**src/bpo_pkg.sv**
```systemverilog
// Package for the bridge port option control block.
// Assumes a plain register port and one PCI-rate clock.
`default_nettype none
package bpo_pkg;
  // Register map
  localparam logic [7:0] PORT_OPTION_CONTROL_OFS = 8'h74;
  localparam logic [15:0] PORT_OPTION_RESET = 16'h0c6a;
  localparam logic [15:0] PORT_OPTION_WMASK = 16'h0ffe;
  // Field positions
  localparam int P_RD_ALIAS_BIT = 1;
  localparam int P_WR_ALIAS_BIT = 2;
  localparam int S_RD_ALIAS_BIT = 3;
  localparam int S_WR_ALIAS_BIT = 4;
  localparam int P_LM_ALIAS_BIT = 5;
  localparam int S_LM_ALIAS_BIT = 6;
  localparam int P_MWI_KEEP_BIT = 7;
  localparam int S_MWI_KEEP_BIT = 8;
  localparam int LONG_LOCK_BIT = 9;
  localparam int S_HOLD_REQ_BIT = 10;
  localparam int P_HOLD_REQ_BIT = 11;
  // PCI command codes
  localparam logic [3:0] PLAIN_MEM_READ_CMD = 4'h6;
  localparam logic [3:0] PLAIN_MEM_WRITE_CMD = 4'h7;
  localparam logic [3:0] MEM_READ_MULTIPLE_CMD = 4'hc;
  localparam logic [3:0] MEM_READ_LINE_CMD = 4'he;
  localparam logic [3:0] MEM_WRITE_INVALIDATE_CMD = 4'hf;
  // Retry compare request: stored and retried commands
  typedef struct packed {
    logic valid;
    logic [3:0] stored_cmd;
    logic [3:0] retry_cmd;
  } bpo_cmp_t;
  // Bus master request-hold status
  typedef struct packed {
    logic want_bus;
    logic frame_seen;
    logic fifo_empty;
    logic target_term;
  } bpo_mst_t;
endpackage : bpo_pkg
`default_nettype wire

```
**src/bpo_port_option.sv**
```systemverilog
// Port option register of a two-port bridge and the logic it steers.
// Assumes synchronous inputs on sys_clk; registers reached over a plain port.
//
// Local design decision: the plain strobed port.
`default_nettype none
// Notes on behaviour
// - Bit 0 and bits 15:12 read zero, reset zero, ignore writes.
// - Bit 1 set: primary line/multiple read retries match a plain read; reset one.
// - Bit 3 set: secondary line/multiple read retries match a plain read; reset one.
// - Bit 2 set: primary write-invalidate retry matches plain write; reset zero.
// - Bit 4 set: secondary write-invalidate retry matches plain write; reset zero.
// - Bit 5 set: primary read line and read multiple match each other; reset one.
// - Bit 6 set: secondary read line and read multiple match each other; reset one.
// - Bit 7 clear: primary write-invalidate forwarded as plain write; reset zero.
// - Bit 8 clear: secondary write-invalidate forwarded as plain write; reset zero.
// - Bit 9 set: long requests for locked cycles; reset zero.
// - Bit 10 set: secondary master holds request until FIFO empty or terminated.
// - Bit 11 set: primary master holds request until FIFO empty or terminated.
module bpo_port_option (
  // Clock and reset
  input wire logic sys_clk,
  input wire logic sys_rst,
  // Register port
  input wire logic [7:0] reg_addr,
  input wire logic [15:0] reg_wdata,
  input wire logic reg_wr,
  input wire logic reg_rd,
  output logic [15:0] reg_rdata,
  // Retry compare, primary and secondary initiators
  input wire bpo_pkg::bpo_cmp_t p_cmp,
  input wire bpo_pkg::bpo_cmp_t s_cmp,
  output logic p_match,
  output logic s_match,
  // Write-invalidate forwarding; start marks a new forward
  input wire logic p_fwd_start,
  input wire logic [3:0] p_fwd_cmd,
  input wire logic s_fwd_start,
  input wire logic [3:0] s_fwd_cmd,
  output logic [3:0] p_fwd_out_cmd,
  output logic [3:0] s_fwd_out_cmd,
  // Lock handling
  input wire logic lock_start,
  output logic long_lock_req,
  // Internal masters, request outputs active low
  input wire bpo_pkg::bpo_mst_t p_mst,
  input wire bpo_pkg::bpo_mst_t s_mst,
  output logic p_req_n,
  output logic s_req_n
);
  logic [15:0] opt_r;
  logic [15:0] opt_nxt;
  logic p_match_nxt;
  logic s_match_nxt;
  logic [3:0] p_fwd_r;
  logic [3:0] s_fwd_r;
  logic long_lock_r;
  logic p_req_n_r;
  logic s_req_n_r;
  logic p_hold_r;
  logic s_hold_r;
  logic p_req_n_nxt;
  logic s_req_n_nxt;
  wire sel_opt = (reg_addr == bpo_pkg::PORT_OPTION_CONTROL_OFS);
  // Strobes qualified by the option register's address
  wire wr_sel = reg_wr && sel_opt;
  wire rd_sel = reg_rd && sel_opt;
  // Read data is zero off-address so a stray read returns nothing stale
  wire [15:0] rdata_nxt = rd_sel ? opt_r : 16'h0000;

  // Reserved bits must never be writable
  if ((bpo_pkg::PORT_OPTION_WMASK & 16'hf001) != 16'h0000)
  begin : g_chk_rsv
    $error("reserved option bits are writable");
  end

  // Reset value may only set bits that software can write
  if ((bpo_pkg::PORT_OPTION_RESET & ~bpo_pkg::PORT_OPTION_WMASK) != 16'h0000)
  begin : g_chk_reset
    $error("option reset value sets a reserved bit");
  end

  // Every option field must sit on a writable bit
  if (!bpo_pkg::PORT_OPTION_WMASK[bpo_pkg::P_RD_ALIAS_BIT]
      || !bpo_pkg::PORT_OPTION_WMASK[bpo_pkg::P_WR_ALIAS_BIT]
      || !bpo_pkg::PORT_OPTION_WMASK[bpo_pkg::S_RD_ALIAS_BIT]
      || !bpo_pkg::PORT_OPTION_WMASK[bpo_pkg::S_WR_ALIAS_BIT]
      || !bpo_pkg::PORT_OPTION_WMASK[bpo_pkg::P_LM_ALIAS_BIT]
      || !bpo_pkg::PORT_OPTION_WMASK[bpo_pkg::S_LM_ALIAS_BIT]
      || !bpo_pkg::PORT_OPTION_WMASK[bpo_pkg::P_MWI_KEEP_BIT]
      || !bpo_pkg::PORT_OPTION_WMASK[bpo_pkg::S_MWI_KEEP_BIT]
      || !bpo_pkg::PORT_OPTION_WMASK[bpo_pkg::LONG_LOCK_BIT]
      || !bpo_pkg::PORT_OPTION_WMASK[bpo_pkg::S_HOLD_REQ_BIT]
      || !bpo_pkg::PORT_OPTION_WMASK[bpo_pkg::P_HOLD_REQ_BIT])
  begin : g_chk_fields
    $error("option field placed on a reserved bit");
  end

  // Command class of the stored transaction, primary side
  wire p_st_rd = (p_cmp.stored_cmd == bpo_pkg::PLAIN_MEM_READ_CMD);
  wire p_st_wr = (p_cmp.stored_cmd == bpo_pkg::PLAIN_MEM_WRITE_CMD);
  wire p_st_lm = (p_cmp.stored_cmd == bpo_pkg::MEM_READ_LINE_CMD)
    || (p_cmp.stored_cmd == bpo_pkg::MEM_READ_MULTIPLE_CMD);

  // Command class of the retried transaction, primary side
  wire p_rt_lm = (p_cmp.retry_cmd == bpo_pkg::MEM_READ_LINE_CMD)
    || (p_cmp.retry_cmd == bpo_pkg::MEM_READ_MULTIPLE_CMD);
  wire p_rt_wi = (p_cmp.retry_cmd == bpo_pkg::MEM_WRITE_INVALIDATE_CMD);
  wire p_exact = (p_cmp.stored_cmd == p_cmp.retry_cmd);

  // Alias enables, primary side; read live so an edit hits the next retry
  wire p_rd_al = opt_r[bpo_pkg::P_RD_ALIAS_BIT];
  wire p_wr_al = opt_r[bpo_pkg::P_WR_ALIAS_BIT];
  wire p_lm_al = opt_r[bpo_pkg::P_LM_ALIAS_BIT];

  // Alias hits, primary side
  wire p_rd_hit = p_rd_al && p_st_rd && p_rt_lm;
  wire p_wr_hit = p_wr_al && p_st_wr && p_rt_wi;
  wire p_lm_hit = p_lm_al && p_st_lm && p_rt_lm;

  // Primary result; a cycle without a valid request never matches
  assign p_match_nxt = p_cmp.valid
    && (p_exact || p_rd_hit || p_wr_hit || p_lm_hit);

  // Command class of the stored transaction, secondary side
  wire s_st_rd = (s_cmp.stored_cmd == bpo_pkg::PLAIN_MEM_READ_CMD);
  wire s_st_wr = (s_cmp.stored_cmd == bpo_pkg::PLAIN_MEM_WRITE_CMD);
  wire s_st_lm = (s_cmp.stored_cmd == bpo_pkg::MEM_READ_LINE_CMD)
    || (s_cmp.stored_cmd == bpo_pkg::MEM_READ_MULTIPLE_CMD);

  // Command class of the retried transaction, secondary side
  wire s_rt_lm = (s_cmp.retry_cmd == bpo_pkg::MEM_READ_LINE_CMD)
    || (s_cmp.retry_cmd == bpo_pkg::MEM_READ_MULTIPLE_CMD);
  wire s_rt_wi = (s_cmp.retry_cmd == bpo_pkg::MEM_WRITE_INVALIDATE_CMD);
  wire s_exact = (s_cmp.stored_cmd == s_cmp.retry_cmd);

  // Alias enables, secondary side
  wire s_rd_al = opt_r[bpo_pkg::S_RD_ALIAS_BIT];
  wire s_wr_al = opt_r[bpo_pkg::S_WR_ALIAS_BIT];
  wire s_lm_al = opt_r[bpo_pkg::S_LM_ALIAS_BIT];

  // Alias hits, secondary side
  wire s_rd_hit = s_rd_al && s_st_rd && s_rt_lm;
  wire s_wr_hit = s_wr_al && s_st_wr && s_rt_wi;
  wire s_lm_hit = s_lm_al && s_st_lm && s_rt_lm;

  // Secondary result
  assign s_match_nxt = s_cmp.valid
    && (s_exact || s_rd_hit || s_wr_hit || s_lm_hit);

  // Write merge; reserved bits masked to zero
  assign opt_nxt = wr_sel ? (reg_wdata & bpo_pkg::PORT_OPTION_WMASK) : opt_r;

  // Primary master: its work is done once the FIFO drains or a target ends it
  wire p_want = p_mst.want_bus;
  wire p_done = p_mst.fifo_empty || p_mst.target_term;
  // Hold mode keeps the request until done; normal mode drops it on frame
  wire p_keep = p_hold_r ? !p_done : !p_mst.frame_seen;
  assign p_req_n_nxt = !(p_want && p_keep);

  // Secondary master, same scheme with its own hold mode
  wire s_want = s_mst.want_bus;
  wire s_done = s_mst.fifo_empty || s_mst.target_term;
  wire s_keep = s_hold_r ? !s_done : !s_mst.frame_seen;
  assign s_req_n_nxt = !(s_want && s_keep);

  // Option register and read data
  always_ff @(posedge sys_clk)
  begin
    if (sys_rst)
    begin
      opt_r <= bpo_pkg::PORT_OPTION_RESET;
      reg_rdata <= 16'h0000;
    end
    else
    begin
      opt_r <= opt_nxt;
      reg_rdata <= rdata_nxt;
    end
  end

  // Compare results
  always_ff @(posedge sys_clk)
  begin
    if (sys_rst)
    begin
      p_match <= 1'b0;
      s_match <= 1'b0;
    end
    else
    begin
      p_match <= p_match_nxt;
      s_match <= s_match_nxt;
    end
  end

  // Primary forward: write-invalidate becomes plain write unless kept
  wire p_fwd_is_wi = (p_fwd_cmd == bpo_pkg::MEM_WRITE_INVALIDATE_CMD);
  wire p_fwd_keep = opt_r[bpo_pkg::P_MWI_KEEP_BIT];
  wire [3:0] p_fwd_nxt = (p_fwd_is_wi && !p_fwd_keep)
    ? bpo_pkg::PLAIN_MEM_WRITE_CMD : p_fwd_cmd;

  // Primary command latched per transaction so later edits never disturb it
  always_ff @(posedge sys_clk)
  begin
    if (sys_rst)
    begin
      p_fwd_r <= 4'h0;
    end
    else if (p_fwd_start)
    begin
      p_fwd_r <= p_fwd_nxt;
    end
  end

  // Secondary forward: same conversion under its own keep bit
  wire s_fwd_is_wi = (s_fwd_cmd == bpo_pkg::MEM_WRITE_INVALIDATE_CMD);
  wire s_fwd_keep = opt_r[bpo_pkg::S_MWI_KEEP_BIT];
  wire [3:0] s_fwd_nxt = (s_fwd_is_wi && !s_fwd_keep)
    ? bpo_pkg::PLAIN_MEM_WRITE_CMD : s_fwd_cmd;

  // Secondary command latched per transaction
  always_ff @(posedge sys_clk)
  begin
    if (sys_rst)
    begin
      s_fwd_r <= 4'h0;
    end
    else if (s_fwd_start)
    begin
      s_fwd_r <= s_fwd_nxt;
    end
  end

  // Lock mode captured at the start of a locked sequence only
  wire long_lock_nxt = lock_start ? opt_r[bpo_pkg::LONG_LOCK_BIT] : long_lock_r;

  // Lock mode register
  always_ff @(posedge sys_clk)
  begin
    if (sys_rst)
    begin
      long_lock_r <= 1'b0;
    end
    else
    begin
      long_lock_r <= long_lock_nxt;
    end
  end

  // Hold modes follow the option only while idle, so a live request keeps its mode
  wire p_hold_nxt = p_want ? p_hold_r : opt_r[bpo_pkg::P_HOLD_REQ_BIT];
  wire s_hold_nxt = s_want ? s_hold_r : opt_r[bpo_pkg::S_HOLD_REQ_BIT];

  // Primary hold mode register
  always_ff @(posedge sys_clk)
  begin
    if (sys_rst)
    begin
      p_hold_r <= bpo_pkg::PORT_OPTION_RESET[bpo_pkg::P_HOLD_REQ_BIT];
    end
    else
    begin
      p_hold_r <= p_hold_nxt;
    end
  end

  // Secondary hold mode register
  always_ff @(posedge sys_clk)
  begin
    if (sys_rst)
    begin
      s_hold_r <= bpo_pkg::PORT_OPTION_RESET[bpo_pkg::S_HOLD_REQ_BIT];
    end
    else
    begin
      s_hold_r <= s_hold_nxt;
    end
  end

  // Bus requests, idle high out of reset
  always_ff @(posedge sys_clk)
  begin
    if (sys_rst)
    begin
      p_req_n_r <= 1'b1;
      s_req_n_r <= 1'b1;
    end
    else
    begin
      p_req_n_r <= p_req_n_nxt;
      s_req_n_r <= s_req_n_nxt;
    end
  end

  // Outputs straight from their registers
  assign p_fwd_out_cmd = p_fwd_r;
  assign s_fwd_out_cmd = s_fwd_r;
  assign long_lock_req = long_lock_r;
  assign p_req_n = p_req_n_r;
  assign s_req_n = s_req_n_r;
endmodule // bpo_port_option
`default_nettype wire

```
**config.mk**
```make
export PLATFORM = sky130hd
export DESIGN_NAME = bpo_port_option
export DESIGN_NICKNAME = d
export VERILOG_FILES = /design/src/bpo_pkg.sv /design/src/bpo_port_option.sv
export SDC_FILE = /design/constraint.sdc
export NUM_CORES = 1
export LEC_CHECK = 0
export BUFFER_PORTS_ARGS = -buffer_cell sky130_fd_sc_hd__buf_2
export CORE_MARGIN = 5
export CORE_UTILIZATION = 38
export CTS_CLUSTER_DIAMETER = 80
export DETAILED_ROUTE_END_ITERATION = 6
export PLACE_DENSITY_LB_ADDON = 0.1
export SETUP_SLACK_MARGIN = 0.15
export SKIP_CTS_REPAIR_TIMING = 1
export SLEW_MARGIN = 10
export SYNTH_ARGS = -nofsm -noshare
export SYNTH_HDL_FRONTEND = slang
export SYNTH_SLANG_ARGS = --single-unit
```
**constraint.sdc**
```tcl
create_clock -name sys_clk -period 1 [get_ports sys_clk]
set_input_delay 0.1 -clock sys_clk [delete_from_list [all_inputs] [get_ports sys_clk]]
set_output_delay 0.1 -clock sys_clk [all_outputs]
set_load 0.05 [all_outputs]
```
; After elaboration in Yosys (flattened, before gate mapping)
; Index checks and enable logic that the tools add are counted.
[totals]
inputBits = 65
reg_bits = 37
output_inout_bits = 29
wordCells = 76
[op_classes]
reduce_logical = 41
n_mux = 4
bitwise_logic = 1
n_eq_ne = 19
[op_table]
columns = op, count
row1 = "equality test 4 bit, second input constant", 12
row2 = logical AND 1 bit, 20
row3 = "equality test 4 x 3 -> 1 bit, second input constant", 4
row4 = logical OR 1 bit, 12
row5 = equality test 4 bit, 2
row6 = "equality test 8 x 7 -> 1 bit, second input constant", 1
row7 = zero test 1 bit, 8
row8 = 2-to-1 mux 4 bit, 2
row9 = 2-to-1 mux 1 bit, 2
row10 = OR reduction 2 bit, 1
row11 = inverter 1 bit, 1

; Logic depth before layout (Yosys ltp)
[logic_depth]
depth_word = 7
ltp_mapped = 5
depth_no_buf = 4

; Worst setup path before layout
; Ideal clock, no wire load.
[synth_timing]
path_type = input-to-reg
start = input reg_addr[1]
end = register opt_r[10]
path_slack_ns = 0.001
arrival_time_ns = 0.881
required_ns = 0.882
stages = 5
setup_ns = 0.118
path_buffers = 1
cell_sequence = nor4b_4 nand3_4 buf_6 nor3_2 a21oi_1
[synth_via]
elab_chain_len = 2
[synth_rtl]
columns = element, line_no
row1 = "start, declared", bpo_port_option.sv:24  ; input wire logic [7:0] reg_addr,
row2 = equality test 8 x 7 -> 1 bit, bpo_port_option.sv:63  ; wire sel_opt = (reg_addr == bpo_pkg::PORT_OPTION_CONTROL_OFS);
row3 = logical AND 1 bit, bpo_port_option.sv:65  ; wire wr_sel = reg_wr && sel_opt;
row4 = "end signal, assigned", bpo_port_option.sv:171  ; opt_r <= bpo_pkg::PORT_OPTION_RESET;
row5 = "end signal, assigned", bpo_port_option.sv:176  ; opt_r <= opt_nxt;
row6 = "end, declared", bpo_port_option.sv:50  ; logic [15:0] opt_r;
; No other way between the ends.
; A chain may end at the register's enable or synchronous reset.

; Final worst setup path
[layout_timing]
start = register s_fwd_r[1], in the netlist s_fwd_out_cmd[1]
end = output s_fwd_out_cmd[1]
[layout_lines]
columns = element, line_no
row1 = "start, declared", bpo_port_option.sv:55  ; logic [3:0] s_fwd_r;
row2 = "start signal, assigned", bpo_port_option.sv:230  ; s_fwd_r <= s_fwd_nxt;
row3 = "end, declared", bpo_port_option.sv:40  ; output logic [3:0] s_fwd_out_cmd,
; No word-level cell between the ends.

==> results by group <==
Route
  • 1st-iter DRT viols: 53
  • Final wirelength: 3800 um
  • DR WL/cell: 12.7 um
  • DRT antenna net count: 0
  • Vias/cell: 4.60
  • Residual DRC count: 0
  • Vias: 1372
  • Pre-antenna DRT Iters: 4

Worst setup path
  • Slowest-stage cell, CP: dfxtp_2
  • CP cell instances: buf_8
  • Worst reg2reg path endpoint: p_match$_SDFF_PP0_
  • Worst r2r path cells: 4
  • Crit path launch type: register
  • CP top delay family: flip-flops
  • Reg2Reg Setup Slack: 0.16 ns
  • CP required: 0.90 ns
  • Worst Path Buf+Inv: 1
  • CP peak stage delay: 0.35 ns
  • WP data arrival: 0.78 ns
  • Crit path from: s_fwd_out_cmd[1]$_SDFFE_PP0P_
  • Critical path class: reg -> out
  • Worst-path fanout max: 2
  • CP Capture Type: output pin
  • R2R Path Start: opt_r[2]$_SDFFE_PP0P_

Timing
  • Final min period: 0.884 ns
  • Fin crit share: 88.4%
  • Fin Clk Skew: 0.00708 ns
  • Sum of negative setup slack: 0 ns
  • Max Clk Rate: 1130 MHz
  • Endpoints failing setup: 0
  • Fin. max-slew vios: 0
  • RSZ-0062 raised after global routing: true
  • Final hold violation count: 0

Layout
  • Share of cells above drive strength 1: 54.4%
  • Area growth from synthesis to layout: 56.9%
  • Leading cell type in the layout, fill and taps excluded: buf_2
  • Most frequent cells in the layout: 57 x buf_2, 27 x dfxtp_2, 21 x nor2_1, 14 x buf_6, 14 x buf_8
  • Number of diodes: 0
  • Final #Nets: 312

Global routing
  • First-pass GRT wire length: 5730 um
  • Grt ovf: 0
  • Vias in the first global route: 1345
  • Total global-route track usage: 13.8%
  • Largest net degree at the start of global routing: 18
  • Initial antenna violation count: 0

Clocking
  • Worst skew pair latency: 0.28 ns
  • CTS Buf Count: 5
  • Clock-pin slew on the worst setup and hold paths: 0.07 ns
  • Clock buffer depth: 2
  • TritonCTS clock tree: done
  • # H-tree levels: 2
  • CTS sink count: 37
  • Clock Tree Root: clkbuf_8

Pwr
  • Cell Pwr Density: 1370 nW/um^2
  • Lkg Pwr: 1.12 nW
  • Pwr Total: 0.00331 W
  • Internal Power: 0.00253 W
  • Seq pwr share: 46.2%
  • Sw Share: 23.3%
  • Combinational share of power: 14.5%
  • Clock network fraction of total power: 39.3%
  • Psw: 0.000771 W
  • VDD IR max: 0.766 mV

Synthesis
  • Synthesis Warnings: 0
  • Post-Syn Instances: 160
  • Synth Register Bits: 37
  • Seq/Total Area, Yosys: 48.3%
  • Post-Syn Area: 1530 um^2
  • Ys flop type: dfxtp_1
  • Async S/R FF share, synth: 0%
  • Syn avg cell area: 9.59 um^2
  • Number of flops mapped to enable cells by yosys: 0
  • Synth unique cells: 30

Place
  • GPL Wtd Cong: 0.772
  • PortBufs: 83
  • HPWL after DPL: 2850 um

Floorplanning
  • # rows: 23
  • Die area: 5410 um^2
  • Core area: 3940 um^2
  • Die W: 73.5 um
  • Io pins: 94
  • Chip height: 73.5 um
  • Starting density of the core: 38.9%

Min path
  • Worst hold start: p_mst[3]
  • Hold Path Sink: p_req_n$_SDFF_PP1_
  • Hold path depth: 2
  • Worst hold path type: in -> reg

Outcome
  • Status: finished, final reports clean

Job
  • Max Cap Violations: 0
[through the flow]
step	utilization [%]	hold slack, ns	instances	cell area, um^2	setup WS [ns]
2_1_floorplan	-	0.187	164	1560	0.000767
3_3_place_gp	51.2	0.321	289	2020	-0.135
3_5_place_dp	51.2	0.324	289	2020	-0.150
4_1_cts	54.1	0.0207	297	2130	0.0115
5_1_grt	61.1	0.0121	298	2410	0.0221
6_report	61.1	0.0332	298	2410	0.116
[flip-flops by register name, summed over array words and instances, names as in the netlist]
name and cells:
s_hold_r 1, p_req_n 1, long_lock_req 1, p_fwd_out_cmd 4, p_hold_r 1, opt_r 11
s_match 1, p_match 1, s_req_n 1, reg_rdata 11, s_fwd_out_cmd 4
[metal layers]
layer / GRT usage [%] / part of all wire, % / up-vias
met5: 0 / 0 / -
met4: 3.62 / 0.34 / 0
met3: 6.16 / 8.8 / 2
met2: 23.1 / 52 / 50
met1: 15.9 / 39 / 616
li1: - / - / 704
[kinds of logic (layout without fill, tap and decap cells)]
group / count (synthesis) / after routing / synth area share, %
other: 1 / 5 / 0.244
xor gates and xnor gates: 6 / 6 / 3.43
and+or+nand+nor: 72 / 72 / 28.0
muxes: 12 / 12 / 7.83
buffers and inverters: 13 / 97 / 5.14
DFF: 37 / 37 / 48.3
AOI/OAI and AO/OA: 19 / 19 / 7.10
[cell usage after synthesis (all sizes together) (2+ instances only)]
master | number | share of area [%]
nand4b | 2 | 1.1
xnor2 | 3 | 1.7
nor3 | 9 | 4.2
a211o | 2 | 1.1
nand4 | 3 | 1.2
nand2 | 7 | 1.7
nand3b | 2 | 0.98
nand3 | 5 | 2.4
dfxtp | 37 | 48
and4b | 2 | 1.3
xor2 | 3 | 1.7
clkbuf | 4 | 0.98
a21oi | 10 | 3.3
and2 | 12 | 4.9
nor2b | 5 | 2.0
buf | 8 | 3.9
nor2 | 21 | 5.1
nand2b | 2 | 0.82
mux2i | 12 | 7.8
o21ai | 5 | 1.6
[layout make-up]
| type | count | area, um^2 |
|---|---|---|
| clock buffer | 7 | 86.3 |
| clock inverter | 1 | 30.0 |
| fill | 334 | 1540 |
| inverter | 1 | 3.75 |
| multi-input combinational | 114 | 749 |
| sequential | 37 | 774 |
| tap | 50 | 62.6 |
| timing repair buffer | 88 | 701 |
[worst max-delay path by stage]
stage	to	slack [ns]	depth (start not counted)
final	s_fwd_out_cmd[1]	0.12	1
after global routing	p_match$_SDFF_PP0_	0.02	4
after CTS	s_fwd_out_cmd[3]	0.01	1
after detailed placement	reg_rdata[4]$_SDFF_PP0_	-0.15	5
after global placement	reg_rdata[7]$_SDFF_PP0_	-0.13	5
after floorplan	opt_r[10]$_SDFFE_PP1P_	0.0008	5
[power groups by stage]
stage / clock network (W) / logic [W] / registers [W]
2_1_floorplan: 0 / 0.000172 / 0.00163
3_3_place_gp: 0 / 0.000427 / 0.00155
3_5_place_dp: 0 / 0.000430 / 0.00155
4_1_cts: 0.00135 / 0.000430 / 0.00152
5_1_grt: 0.00141 / 0.000519 / 0.00153
6_report: 0.00130 / 0.000478 / 0.00153
No activity file was read; power rests on OpenSTA's default activity.
